File: src/cssis_cfg.svh
`ifndef CSSIS_CFG_SVH
`define CSSIS_CFG_SVH

// ************************************************************
// start-up step lengths, counted in clock cycles of each source
// ************************************************************
`define CSSIS_CNT_W 18
`define CSSIS_REF_CYCLES 18'h10000
`define CSSIS_CAL_CYCLES 18'h20000
`define CSSIS_LOCK_CYCLES 18'h00901
`define CSSIS_CW_DEFAULT 32
`define CSSIS_FB_PER_CW 2048

// ************************************************************
// pin synchroniser bit positions
// ************************************************************
`define CSSIS_SYNC_W 8
`define CSSIS_B_PDN 0
`define CSSIS_B_RSTN 1
`define CSSIS_B_MODE 2
`define CSSIS_B_CHOICE 3
`define CSSIS_B_XTAL 4
`define CSSIS_B_PRI 5
`define CSSIS_B_SEC 6
`define CSSIS_B_FB 7

// ************************************************************
// reference activity timeout, in system clock cycles
// ************************************************************
`define CSSIS_ACT_W 12
`define CSSIS_ACT_TIMEOUT 4000

`endif

File: src/cssis_pkg.sv
package cssis_pkg;

  // ************************************************************
  // start-up sequencer states
  // ************************************************************
  typedef enum logic [2:0]
  {
    ST_RESET = 3'b000,
    ST_REF_CNT = 3'b001,
    ST_FB_CNT = 3'b010,
    ST_CAL = 3'b011,
    ST_ON = 3'b100,
    ST_LOCKED = 3'b101
  } cssis_state_t;

endpackage

File: src/cssis_cnt.sv
`timescale 1ns/10ps
`include "cssis_cfg.svh"

// ************************************************************
// step counter shared by all start-up steps
// ************************************************************
module cssis_cnt
#(
  parameter int WIDTH = `CSSIS_CNT_W
)
(
  input wire logic clk,
  input wire logic arst_n,
  input wire logic clr,
  input wire logic inc,
  output logic [WIDTH-1:0] count
);

  logic [WIDTH-1:0] count_r;
  logic [WIDTH-1:0] count_nxt;

  // clear has priority so a new step always starts from zero
  always_comb
  begin
    count_nxt = count_r;
    if (clr)
      count_nxt = '0;
    else if (inc)
      count_nxt = count_r + 1'b1;
  end

  always_ff @(posedge clk or negedge arst_n)
  begin
    if (!arst_n)
      count_r <= '0;
    else
      count_r <= count_nxt;
  end

  assign count = count_r;

endmodule

File: src/cssis_top.sv
`timescale 1ns/10ps
`include "cssis_cfg.svh"

module cssis_top
  import cssis_pkg::*;
#(
  parameter int COUNTER_WIDTH_SETTING = `CSSIS_CW_DEFAULT,
  parameter int ACT_TIMEOUT = `CSSIS_ACT_TIMEOUT,
  parameter int REF_CYCLES = `CSSIS_REF_CYCLES,
  parameter int CAL_CYCLES = `CSSIS_CAL_CYCLES
)
(
  input wire logic CLK,
  input wire logic ARST_N,
  input wire logic POWER_DOWN_N,
  input wire logic ACTIVE_LOW_RESET_PIN_N,
  input wire logic INTERFACE_MODE_PIN,
  input wire logic INPUT_CHOICE_PIN,
  input wire logic XTAL_AMP_OK,
  input wire logic PRIMARY_REFERENCE_INPUT,
  input wire logic SECONDARY_REFERENCE_INPUT,
  input wire logic FEEDBACK_CLOCK,
  input wire logic MUX_MANUAL_SELECT_BIT,
  input wire logic MUX_REGISTER_CHOICE_BIT,
  input wire logic PIN_MODE_AUTO,
  input wire logic REG_RESET_BIT,
  input wire logic XTAL_USED,
  input wire logic LOCK_ON_A,
  input wire logic LOCK_ON_B,
  output logic MUX_OUTPUT,
  output logic SELECT_SECONDARY,
  output logic DEVICE_IN_RESET,
  output logic LOAD_DEFAULTS,
  output logic CAL_KEEP_PLAN,
  output logic VCO_CAL_ACTIVE,
  output logic OUTPUT_ENABLE,
  output logic OUTPUT_HOLD_RESET,
  output logic INDICATOR_PIN_A,
  output logic INDICATOR_PIN_B
);

  localparam logic [`CSSIS_CNT_W-1:0] FB_CYCLES =
    `CSSIS_CNT_W'(COUNTER_WIDTH_SETTING * `CSSIS_FB_PER_CW);
  localparam logic [`CSSIS_ACT_W-1:0] ACT_LIMIT = `CSSIS_ACT_W'(ACT_TIMEOUT);
  // last count value of the reference and calibration steps, cut to the step counter's width
  localparam logic [`CSSIS_CNT_W-1:0] REF_LAST = `CSSIS_CNT_W'(REF_CYCLES - 1);
  localparam logic [`CSSIS_CNT_W-1:0] CAL_LAST = `CSSIS_CNT_W'(CAL_CYCLES - 1);

  // ************************************************************
  // pin synchronisers
  // ************************************************************
  logic [`CSSIS_SYNC_W-1:0] pins;
  logic [`CSSIS_SYNC_W-1:0] meta_r;
  logic [`CSSIS_SYNC_W-1:0] meta_nxt;
  logic [`CSSIS_SYNC_W-1:0] sync_r;
  logic [`CSSIS_SYNC_W-1:0] sync_nxt;
  logic [`CSSIS_SYNC_W-1:0] old_r;
  logic [`CSSIS_SYNC_W-1:0] old_nxt;

  assign pins = {FEEDBACK_CLOCK, SECONDARY_REFERENCE_INPUT, PRIMARY_REFERENCE_INPUT,
                 XTAL_AMP_OK, INPUT_CHOICE_PIN, INTERFACE_MODE_PIN,
                 ACTIVE_LOW_RESET_PIN_N, POWER_DOWN_N};

  // third stage only feeds edge detection, never the first stage
  always_comb
  begin
    meta_nxt = pins;
    sync_nxt = meta_r;
    old_nxt = sync_r;
  end

  always_ff @(posedge CLK or negedge ARST_N)
  begin
    if (!ARST_N)
    begin
      meta_r <= '0;
      sync_r <= '0;
      old_r <= '0;
    end
    else
    begin
      meta_r <= meta_nxt;
      sync_r <= sync_nxt;
      old_r <= old_nxt;
    end
  end

  // ************************************************************
  // reference activity monitors for automatic selection
  // ************************************************************
  logic [1:0] ref_live;

  genvar gi;
  generate
    for (gi = 0; gi < 2; gi++)
    begin : g_act
      logic [`CSSIS_ACT_W-1:0] idle_r;
      logic [`CSSIS_ACT_W-1:0] idle_nxt;
      logic rise;

      assign rise = sync_r[`CSSIS_B_PRI + gi] & ~old_r[`CSSIS_B_PRI + gi];

      // saturating idle count, cleared by every rising edge
      always_comb
      begin
        idle_nxt = idle_r;
        if (rise)
          idle_nxt = '0;
        else if (idle_r != ACT_LIMIT)
          idle_nxt = idle_r + 1'b1;
      end

      always_ff @(posedge CLK or negedge ARST_N)
      begin
        if (!ARST_N)
          idle_r <= ACT_LIMIT; // no edge seen yet, so the source counts as dead
        else
          idle_r <= idle_nxt;
      end

      assign ref_live[gi] = (idle_r != ACT_LIMIT);
    end
  endgenerate

  // ************************************************************
  // input selection
  // ************************************************************
  // automatic choice: primary first, secondary only if primary is dead
  function automatic logic auto_pick(input logic [1:0] live);
    auto_pick = ~live[0] & live[1];
  endfunction

  logic want_sec;
  logic sel_r;
  logic sel_nxt;
  logic mux_r;
  logic mux_nxt;

  always_comb
  begin
    want_sec = 1'b0;
    if (sync_r[`CSSIS_B_MODE])
    begin
      if (PIN_MODE_AUTO)
        want_sec = auto_pick(ref_live);
      else
        want_sec = sync_r[`CSSIS_B_CHOICE];
    end
    else if (!MUX_MANUAL_SELECT_BIT)
      want_sec = auto_pick(ref_live);
    else if (!MUX_REGISTER_CHOICE_BIT)
      want_sec = 1'b0;
    else
      want_sec = sync_r[`CSSIS_B_CHOICE];
  end

  // switch only while old and new sources and the output all sit low,
  // so no runt pulse can appear; a stuck-high source delays the switch
  always_comb
  begin
    sel_nxt = sel_r;
    if (want_sec != sel_r && !mux_r && !sync_r[`CSSIS_B_PRI] && !sync_r[`CSSIS_B_SEC])
      sel_nxt = want_sec;
    mux_nxt = sel_nxt ? sync_r[`CSSIS_B_SEC] : sync_r[`CSSIS_B_PRI];
  end

  always_ff @(posedge CLK or negedge ARST_N)
  begin
    if (!ARST_N)
    begin
      sel_r <= 1'b0;
      mux_r <= 1'b0;
    end
    else
    begin
      sel_r <= sel_nxt;
      mux_r <= mux_nxt;
    end
  end

  // ************************************************************
  // reset sources
  // ************************************************************
  logic pin_rst;
  logic in_rst;
  logic pin_rst_r;
  logic pin_rst_nxt;
  logic keep_r;
  logic keep_nxt;
  logic load_r;
  logic load_nxt;

  // either active-low pin holds reset for as long as it stays low
  assign pin_rst = ~sync_r[`CSSIS_B_PDN] | ~sync_r[`CSSIS_B_RSTN];
  // register bit holds reset while 1; the 1-then-0 write releases it
  assign in_rst = pin_rst | REG_RESET_BIT
                | (XTAL_USED & ~sync_r[`CSSIS_B_XTAL]);

  always_comb
  begin
    pin_rst_nxt = pin_rst;
    load_nxt = pin_rst_r & ~pin_rst;
    keep_nxt = keep_r;
    if (pin_rst)
      keep_nxt = 1'b0;
    else if (REG_RESET_BIT)
      keep_nxt = 1'b1;
  end

  always_ff @(posedge CLK or negedge ARST_N)
  begin
    if (!ARST_N)
    begin
      pin_rst_r <= 1'b1;
      load_r <= 1'b0;
      keep_r <= 1'b0;
    end
    else
    begin
      pin_rst_r <= pin_rst_nxt;
      load_r <= load_nxt;
      keep_r <= keep_nxt;
    end
  end

  // ************************************************************
  // start-up sequencer
  // ************************************************************
  cssis_state_t state_r;
  cssis_state_t state_nxt;
  logic pfd_edge;
  logic fb_edge;
  logic cnt_clr;
  logic cnt_inc;
  logic [`CSSIS_CNT_W-1:0] count;
  logic [`CSSIS_CNT_W-1:0] last;

  assign pfd_edge = mux_nxt & ~mux_r;
  assign fb_edge = sync_r[`CSSIS_B_FB] & ~old_r[`CSSIS_B_FB];

  cssis_cnt #(.WIDTH(`CSSIS_CNT_W)) u_cnt
  (
    .clk(CLK),
    .arst_n(ARST_N),
    .clr(cnt_clr),
    .inc(cnt_inc),
    .count(count)
  );

  // each step ends on the edge that completes its count
  always_comb
  begin
    state_nxt = state_r;
    cnt_clr = 1'b0;
    cnt_inc = 1'b0;
    last = REF_LAST;
    case (state_r)
      ST_RESET:
      begin
        cnt_clr = 1'b1;
        state_nxt = ST_REF_CNT;
      end
      ST_REF_CNT:
      begin
        cnt_inc = pfd_edge;
        last = REF_LAST;
        if (pfd_edge && count == last)
        begin
          cnt_clr = 1'b1;
          state_nxt = ST_FB_CNT;
        end
      end
      ST_FB_CNT:
      begin
        cnt_inc = fb_edge;
        last = FB_CYCLES - 1'b1;
        if (fb_edge && count == last)
        begin
          cnt_clr = 1'b1;
          state_nxt = ST_CAL;
        end
      end
      ST_CAL:
      begin
        cnt_inc = pfd_edge;
        last = CAL_LAST;
        if (pfd_edge && count == last)
        begin
          cnt_clr = 1'b1;
          state_nxt = ST_ON;
        end
      end
      ST_ON:
      begin
        cnt_inc = pfd_edge;
        last = `CSSIS_LOCK_CYCLES - 1'b1;
        if (pfd_edge && count == last)
          state_nxt = ST_LOCKED;
      end
      ST_LOCKED:
        state_nxt = ST_LOCKED;
      default:
        state_nxt = ST_RESET;
    endcase
    if (in_rst)
    begin
      state_nxt = ST_RESET;
      cnt_clr = 1'b1;
      cnt_inc = 1'b0;
    end
  end

  always_ff @(posedge CLK or negedge ARST_N)
  begin
    if (!ARST_N)
      state_r <= ST_RESET;
    else
      state_r <= state_nxt;
  end

  // ************************************************************
  // registered outputs, decoded from the next state
  // ************************************************************
  logic on_nxt;
  logic lock_nxt;
  logic out_on_r;
  logic cal_r;
  logic rst_r;
  logic lock_a_r;
  logic lock_b_r;
  logic hold_r;

  assign on_nxt = (state_nxt == ST_ON) || (state_nxt == ST_LOCKED);
  assign lock_nxt = (state_nxt == ST_LOCKED);

  always_ff @(posedge CLK or negedge ARST_N)
  begin
    if (!ARST_N)
    begin
      out_on_r <= 1'b0;
      cal_r <= 1'b0;
      rst_r <= 1'b1;
      lock_a_r <= 1'b0;
      lock_b_r <= 1'b0;
      hold_r <= 1'b1;
    end
    else
    begin
      out_on_r <= on_nxt;
      cal_r <= (state_nxt == ST_CAL);
      rst_r <= (state_nxt == ST_RESET);
      lock_a_r <= lock_nxt & LOCK_ON_A;
      lock_b_r <= lock_nxt & LOCK_ON_B;
      hold_r <= ~on_nxt;
    end
  end

  assign MUX_OUTPUT = mux_r;
  assign SELECT_SECONDARY = sel_r;
  assign DEVICE_IN_RESET = rst_r;
  assign LOAD_DEFAULTS = load_r;
  assign CAL_KEEP_PLAN = keep_r;
  assign VCO_CAL_ACTIVE = cal_r;
  assign OUTPUT_ENABLE = out_on_r;
  assign OUTPUT_HOLD_RESET = hold_r;
  assign INDICATOR_PIN_A = lock_a_r;
  assign INDICATOR_PIN_B = lock_b_r;

endmodule

File: config.mk
export PLATFORM = sky130hd
export DESIGN_NAME = cssis_top
export DESIGN_NICKNAME = d
export VERILOG_FILES = /design/src/cssis_pkg.sv /design/src/cssis_cnt.sv /design/src/cssis_top.sv
export VERILOG_INCLUDE_DIRS = /design/src
export SDC_FILE = /design/constraint.sdc
export NUM_CORES = 1
export LEC_CHECK = 0
export ABC_AREA = 1
export BUFFER_PORTS_ARGS = -buffer_cell sky130_fd_sc_hd__buf_2
export CELL_PAD_IN_SITES_DETAIL_PLACEMENT = 1
export CELL_PAD_IN_SITES_GLOBAL_PLACEMENT = 1
export CORE_MARGIN = 5
export CORE_UTILIZATION = 40
export CTS_CLUSTER_SIZE = 24
export DETAILED_ROUTE_END_ITERATION = 6
export GPL_TIMING_DRIVEN = 0
export PLACE_DENSITY_LB_ADDON = 0.1
export SKIP_LAST_GASP = 1
export SLEW_MARGIN = 20
export SYNTH_ARGS = -nofsm -noshare
export SYNTH_HDL_FRONTEND = slang
export SYNTH_SLANG_ARGS = --single-unit
export TNS_END_PERCENT = 1
File: constraint.sdc
create_clock -name CLK -period 1.8 [get_ports CLK]
set_clock_uncertainty 0.2 [all_clocks]
set_input_delay 0.09 -clock CLK [delete_from_list [all_inputs] [get_ports CLK]]
set_output_delay 0.09 -clock CLK [all_outputs]
set_load 0.1 [all_outputs]
# Word-level counts from Yosys, hierarchy flattened

Index checks and enable logic that the tools add are counted.

$add $sub $neg: 3
Multipliers: 0
Divide/modulo/power cells: 0
Magnitude comparators: 0
Equal/unequal tests: 14
Shift-type cells: 0
Mux-type cells: 27
Bitwise gates (word level): 22
Reductions and logical operators: 18

Operator list:

| cell                  | number |
|---|---|
| $mux 12               | 4 |
| $mux 18               | 2 |
| $add 12x1->12 const B | 2 |
| $ne 12x12->1 const B  | 2 |
| $add 18x1->18 const B | 1 |
| $eq 18x12->1 const B  | 1 |
| $eq 18x16->1 const B  | 1 |
| $eq 18x17->1 const B  | 1 |
| $pmux 3 s6            | 1 |
| $mux 3                | 5 |
| $mux 1                | 13 |
| $eq 3x3->1 const B    | 4 |
| $not 1->1             | 10 |
| $and 1x1->1           | 9 |
| $eq 3x2->1 const B    | 3 |
| $reduce_bool 2->1     | 4 |
| $logic_and 1x1->1     | 7 |
| $logic_not 3->1       | 2 |
| $pmux 1 s4            | 1 |
| $eq 3x1->1 const B    | 1 |
| $logic_not 1->1       | 3 |
| $or 1x1->1            | 3 |
| $reduce_or 3->1       | 1 |
| $pmux 1 s2            | 1 |
| 2 further kinds       | 2 |

Register bits after elaboration: 80
Bits in latches: 0
Bits in writable memories: 0
ROM bits: 0
Output and inout port bits: 10
Logic and storage cells: 102
Memories: 0

# Depth between registers and ports, before layout

Depth in word-level cells: 19
Mapped depth: 12

# Cells and area by module

From an unflattened synthesis, not the netlist that was laid out.

Cell total of the unflattened synthesis: 449
Area, all modules: 3644.7 µm²

Modules (own cells, without submodules):

| module    | instances | cells an instance | area an instance (µm²) | sequential area each (µm²) |
|---|---|---|---|---|
| cssis_top | 1         | 305               | 2590.0                 | 1445.1 |
| cssis_cnt | 1         | 144               | 1054.8                 | 450.4 |

# Worst setup path after synthesis

Ideal clock, no wire load.

Path kind: register to register
From: register with a tool-made name
To: register u_cnt.count_r[11] (netlist: u_cnt.count[11])
Setup time: 0.118 ns
Arrival time: 1.928 ns
Required time: 1.482 ns
Setup slack: -0.447 ns
Stages on the path, launching flop included: 12
Buffers on the path: 1
Period minus slack after synthesis: 2.247 ns
Cell sequence: dfrtp_1 -> inv_1 -> nand2_1 -> nand3_1 -> inv_1 -> nand2_1 -> nand2_1 -> buf_4 -> inv_1 -> nor2_1 -> xor2_1 -> nor2_1

RTL lines:

| element                | RTL line        | RTL |
|---|---|---|
| end signal: assignment | cssis_cnt.sv:37 | `count_r <= count_nxt;` |
| end: declaration       | cssis_cnt.sv:19 | `logic [WIDTH-1:0] count_r;` |

# Worst setup path in the final report

From: register u_cnt.count_r[0] (netlist: u_cnt.count[0])
To: register u_cnt.count_r[12] (netlist: u_cnt.count[12])

Longest elaborated chain between the ends: 6
Elaborated cells between the ends (all ways): 14
Those cells by class: add/sub (1); eq/ne (2); mux (7); reduce/logical (4)

Ends and longest elaborated chain:

| element |
|---|
| parallel branches: the longest is 6 deep, another holds $add 18x1->18 |

Parallel ways; which one is timed is not known. The select of a mux whose other input is x is not followed.
A chain may end at the register's enable or synchronous reset.

==> impl_metrics.ini <==
[floorplanning]
initial_core_util_pct = 40.6
core_area_sq_mm = 0.00859
die-area_sq_mm = 0.0107
fp.dieW_microns = 103
die_h_microns = 103
io_pins = 27
row_count = 34

[worst_setup_path]
cp_top_family = simple AND/OR/NAND/NOR gates
crit_path_frequent_cell = nor2_4
setup.worst_path.end_class = register
worst_setup_path_start_kind = register
worstSetupPathType = register to register
path_buf_inv = 3
critPathMaxFanout = 7
slowest_stage = dfrtp_2
crit_arrival_ns = 2.01
path_cells = ha_4 -> nand2_4 -> nor2_4 -> nand2_2 -> nor2_4 -> nand4_1 -> nand2_1 -> nor2_4 -> inv_4 -> buf_12 -> buf_8 -> nor2_2
critPathRequiredTime_ns = 1.83
slowest_delay_ns = 0.41
r2r_start = u_cnt.count[0]
crit_path_start = u_cnt.count[0]

[synthesis]
yosys_warnings = 0
post_synth.cell_area_avg_sq_um = 8.39
seq_area_frac_synth_pct = 54.3
synth.distinct_cells = 28
synthCells = 416
ys_ff_latch = 75
syn_nets = 439
syn-cell-area_sq_mm = 0.00349

[global_route]
grt_max_degree = 41
grt_pass1_wl_microns = 13600
grtUsageTotal_pct = 16.7
grt_overflow_total = 0
grt_pass1_vias = 2879
antenna_found_initial = 0

[timing]
fmax_mhz = 507
drv_slew = 0
slew_headroom_pct = 62.6
fin_crit_sh_pct = 110
layout_min_cycle_time_ns = 1.97
setup_viol = 26
worst_pin_slew_ns = 0.555
setup_ws_ns = -0.172
rsz0062_at_grt = yes
hold_viol = 0

[min_path]
hold_path.class = input port to register
hp-start = MUX_MANUAL_SELECT_BIT

[power_and_ir_drop]
vdd_drop_max_v = 0.000449
p_per_area_mw_per_mm2 = 882
p_leak_nw = 2.00
power_mw = 3.85

[job]
drv_cap = 0

[finish]
area.growth.synth_to_final_pct = 25.1
drive_above_1_share_pct = 20.3
layout.nets = 506
fillers = 1041
antenna_cells = 0

[route]
firstDrtPassIters = 4
drt-total-wl_microns = 8170
drt-vias-per-instance = 4.82
ant_nets = 0
wl_per_cell_microns = 13.7
vias = 2870
drtIter0Drc = 77
drc = 0

[clock_network]
tritoncts = yes
path_clk_slew_ns = 0.08
cts_inserted_buffers = 9
root_buffer = clkbuf_8
h-tree-depth = 3
clk_latency_ns = 0.34
max-clock-path-buffers = 2
cts_sinks = 75

[placement]
globalplace.congestion = 0.763
pre_cts_slack_ns = -0.358
place.detailed.hpwl_microns = 5750
portBuffers = 26

[run_status]
violations = negative setup slack
outcome = finished with violations
state kept, by name (all words and copies together) (netlist names), named ones only:
| register | count |
|---|---|
| g_act.idle_r | 24 |
| u_cnt.count | 18 |
| meta_r | 8 |
| old_nxt | 8 |
| old_r | 3 |
| state_r | 3 |
| CAL_KEEP_PLAN | 1 |
| DEVICE_IN_RESET | 1 |
| INDICATOR_PIN_A | 1 |
| INDICATOR_PIN_B | 1 |
| LOAD_DEFAULTS | 1 |
| MUX_OUTPUT | 1 |
| OUTPUT_ENABLE | 1 |
| OUTPUT_HOLD_RESET | 1 |
| VCO_CAL_ACTIVE | 1 |
| pin_rst_r | 1 |
cell families after synthesis:
| kind of cell | count (synthesis) | synth area share (%) |
|---|---|---|
| fa+ha+maj | 6 | 2.15 |
| flops | 75 | 54.3 |
| compound gates | 52 | 7.85 |
| simple gates | 200 | 24.8 |
| buf+inv | 72 | 8.17 |
| xor+xnor | 11 | 2.76 |
power breakdown:
| group | total, mW | switching (mW) | internal, mW | leakage [nW] |
|---|---|---|---|---|
| logic | 0.533 | 0.376 | 0.157 | 0.970 |
| registers | 1.89 | 0.0922 | 1.80 | 0.930 |
| clock network | 1.43 | 0.645 | 0.784 | 0.103 |
| total | 3.85 | 1.11 | 2.74 | 2.00 |
layout make-up:
| cell class | count | area, sq um | share of cell area (%) |
|---|---|---|---|
| Clock buffer | 10 | 128 | 2.92 |
| Inverter | 69 | 262 | 5.99 |
| Clock inverter | 6 | 88.8 | 2.03 |
| Tap cell | 108 | 135 | 3.09 |
| Buffer | 3 | 31.3 | 0.716 |
| Timing Repair Buffer | 56 | 453 | 10.4 |
| Sequential cell | 75 | 1900 | 43.6 |
| Multi-Input combinational cell | 269 | 1370 | 31.3 |
timing repair:
item | 4_1_cts | 5_1_grt
pin swaps | 6 | 5
resized for setup | 11 | 3
hold endpoints to repair | 79 | 0
buffers inserted | 11 | 2
hold buffers | 15 | 0
gates cloned | 1 | 0
setup endpoints to repair | 28 | 37
worst reg2reg max path, cell delays in order, from the launching register on:
cell     delay [ns]
dfrtp_2        0.41
ha_4           0.16
nand2_4        0.06
nor2_4         0.09
nand2_2        0.08
nor2_4         0.19
nand4_1        0.15
nand2_1        0.14
nor2_4         0.05
inv_4          0.07
buf_12         0.11
buf_8          0.11
nor2_2         0.04
path summary, 6_finish.rpt:
| kind | end | slack (ns) | cells after the start |
|---|---|---|---|
| setup / recovery | u_cnt.count[12] | -0.17 | 12 |
| hold / removal | register | 0.02 | 6 |
| setup reg to reg | u_cnt.count[12] | -0.17 | 12 |
| hold reg to reg | old_nxt[6] | 0.15 | 0 |
| max in group asynchronous | OUTPUT_HOLD_RESET | 0.73 | 3 |
| min in group asynchronous | g_act[1].idle_r[4] | 0.04 | 2 |
layout by cell type (no fill, tap or decap), types with 5 or more instances in the layout:
cell type,instances
nand2_1,72
inv_1,64
nor2_1,60
dfrtp_1,57
a21oi_1,27
nand3_1,26
buf_2,26
o21ai_0,19
nor3_1,17
dfstp_2,15
dlygate4sd3_1,15
buf_4,12
xor2_1,11
clkbuf_8,9
nand4_1,8
ha_1,5
cell usage after synthesis, drive strengths merged:
cell / count / share of area (%)
a211oi: 1 / 0.22
dfrtp: 60 / 43
dfstp: 15 / 11
nand2: 77 / 8.4
ha: 6 / 2.2
o21bai: 1 / 0.22
nor3: 17 / 2.4
o21ai: 19 / 2.7
nand4: 8 / 1.4
xor2: 11 / 2.8
buf: 3 / 0.68
a21oi: 29 / 4.3
nand3: 30 / 4.4
nand3b: 2 / 0.43
inv: 69 / 7.5
o31ai: 1 / 0.22
o21a: 1 / 0.22
nor2: 65 / 7.4
nor4: 1 / 0.18
layer usage:
layer  part of all wire, %  vias up  GRT usage [%]
li1                      -     1448              -
met1                    46     1388           21.3
met2                    50       20           28.1
met3                   2.2       14           3.35
met4                   1.8        0           6.47
met5                     0        -              0
metrics by stage:
| step | std cells | TNS (ns) | hold slack, ns | area (sq um) | util, % |
|---|---|---|---|---|---|
| 5_1_grt | 596 | -7.14 | 0.00963 | 4370 | 50.8 |
| 3_5_place_dp | 551 | -6.30 | -0.119 | 3800 | 44.2 |
| 6_report | 596 | -2.73 | 0.0192 | 4370 | 50.8 |
| 4_1_cts | 594 | -3.44 | 0.00347 | 4340 | 50.5 |
| 3_3_place_gp | 550 | -9.75 | -0.00156 | 3780 | 44.0 |
| 2_1_floorplan | 416 | 0 | -0.406 | 3510 | - |
No activity file was read; power rests on OpenSTA's default activity.
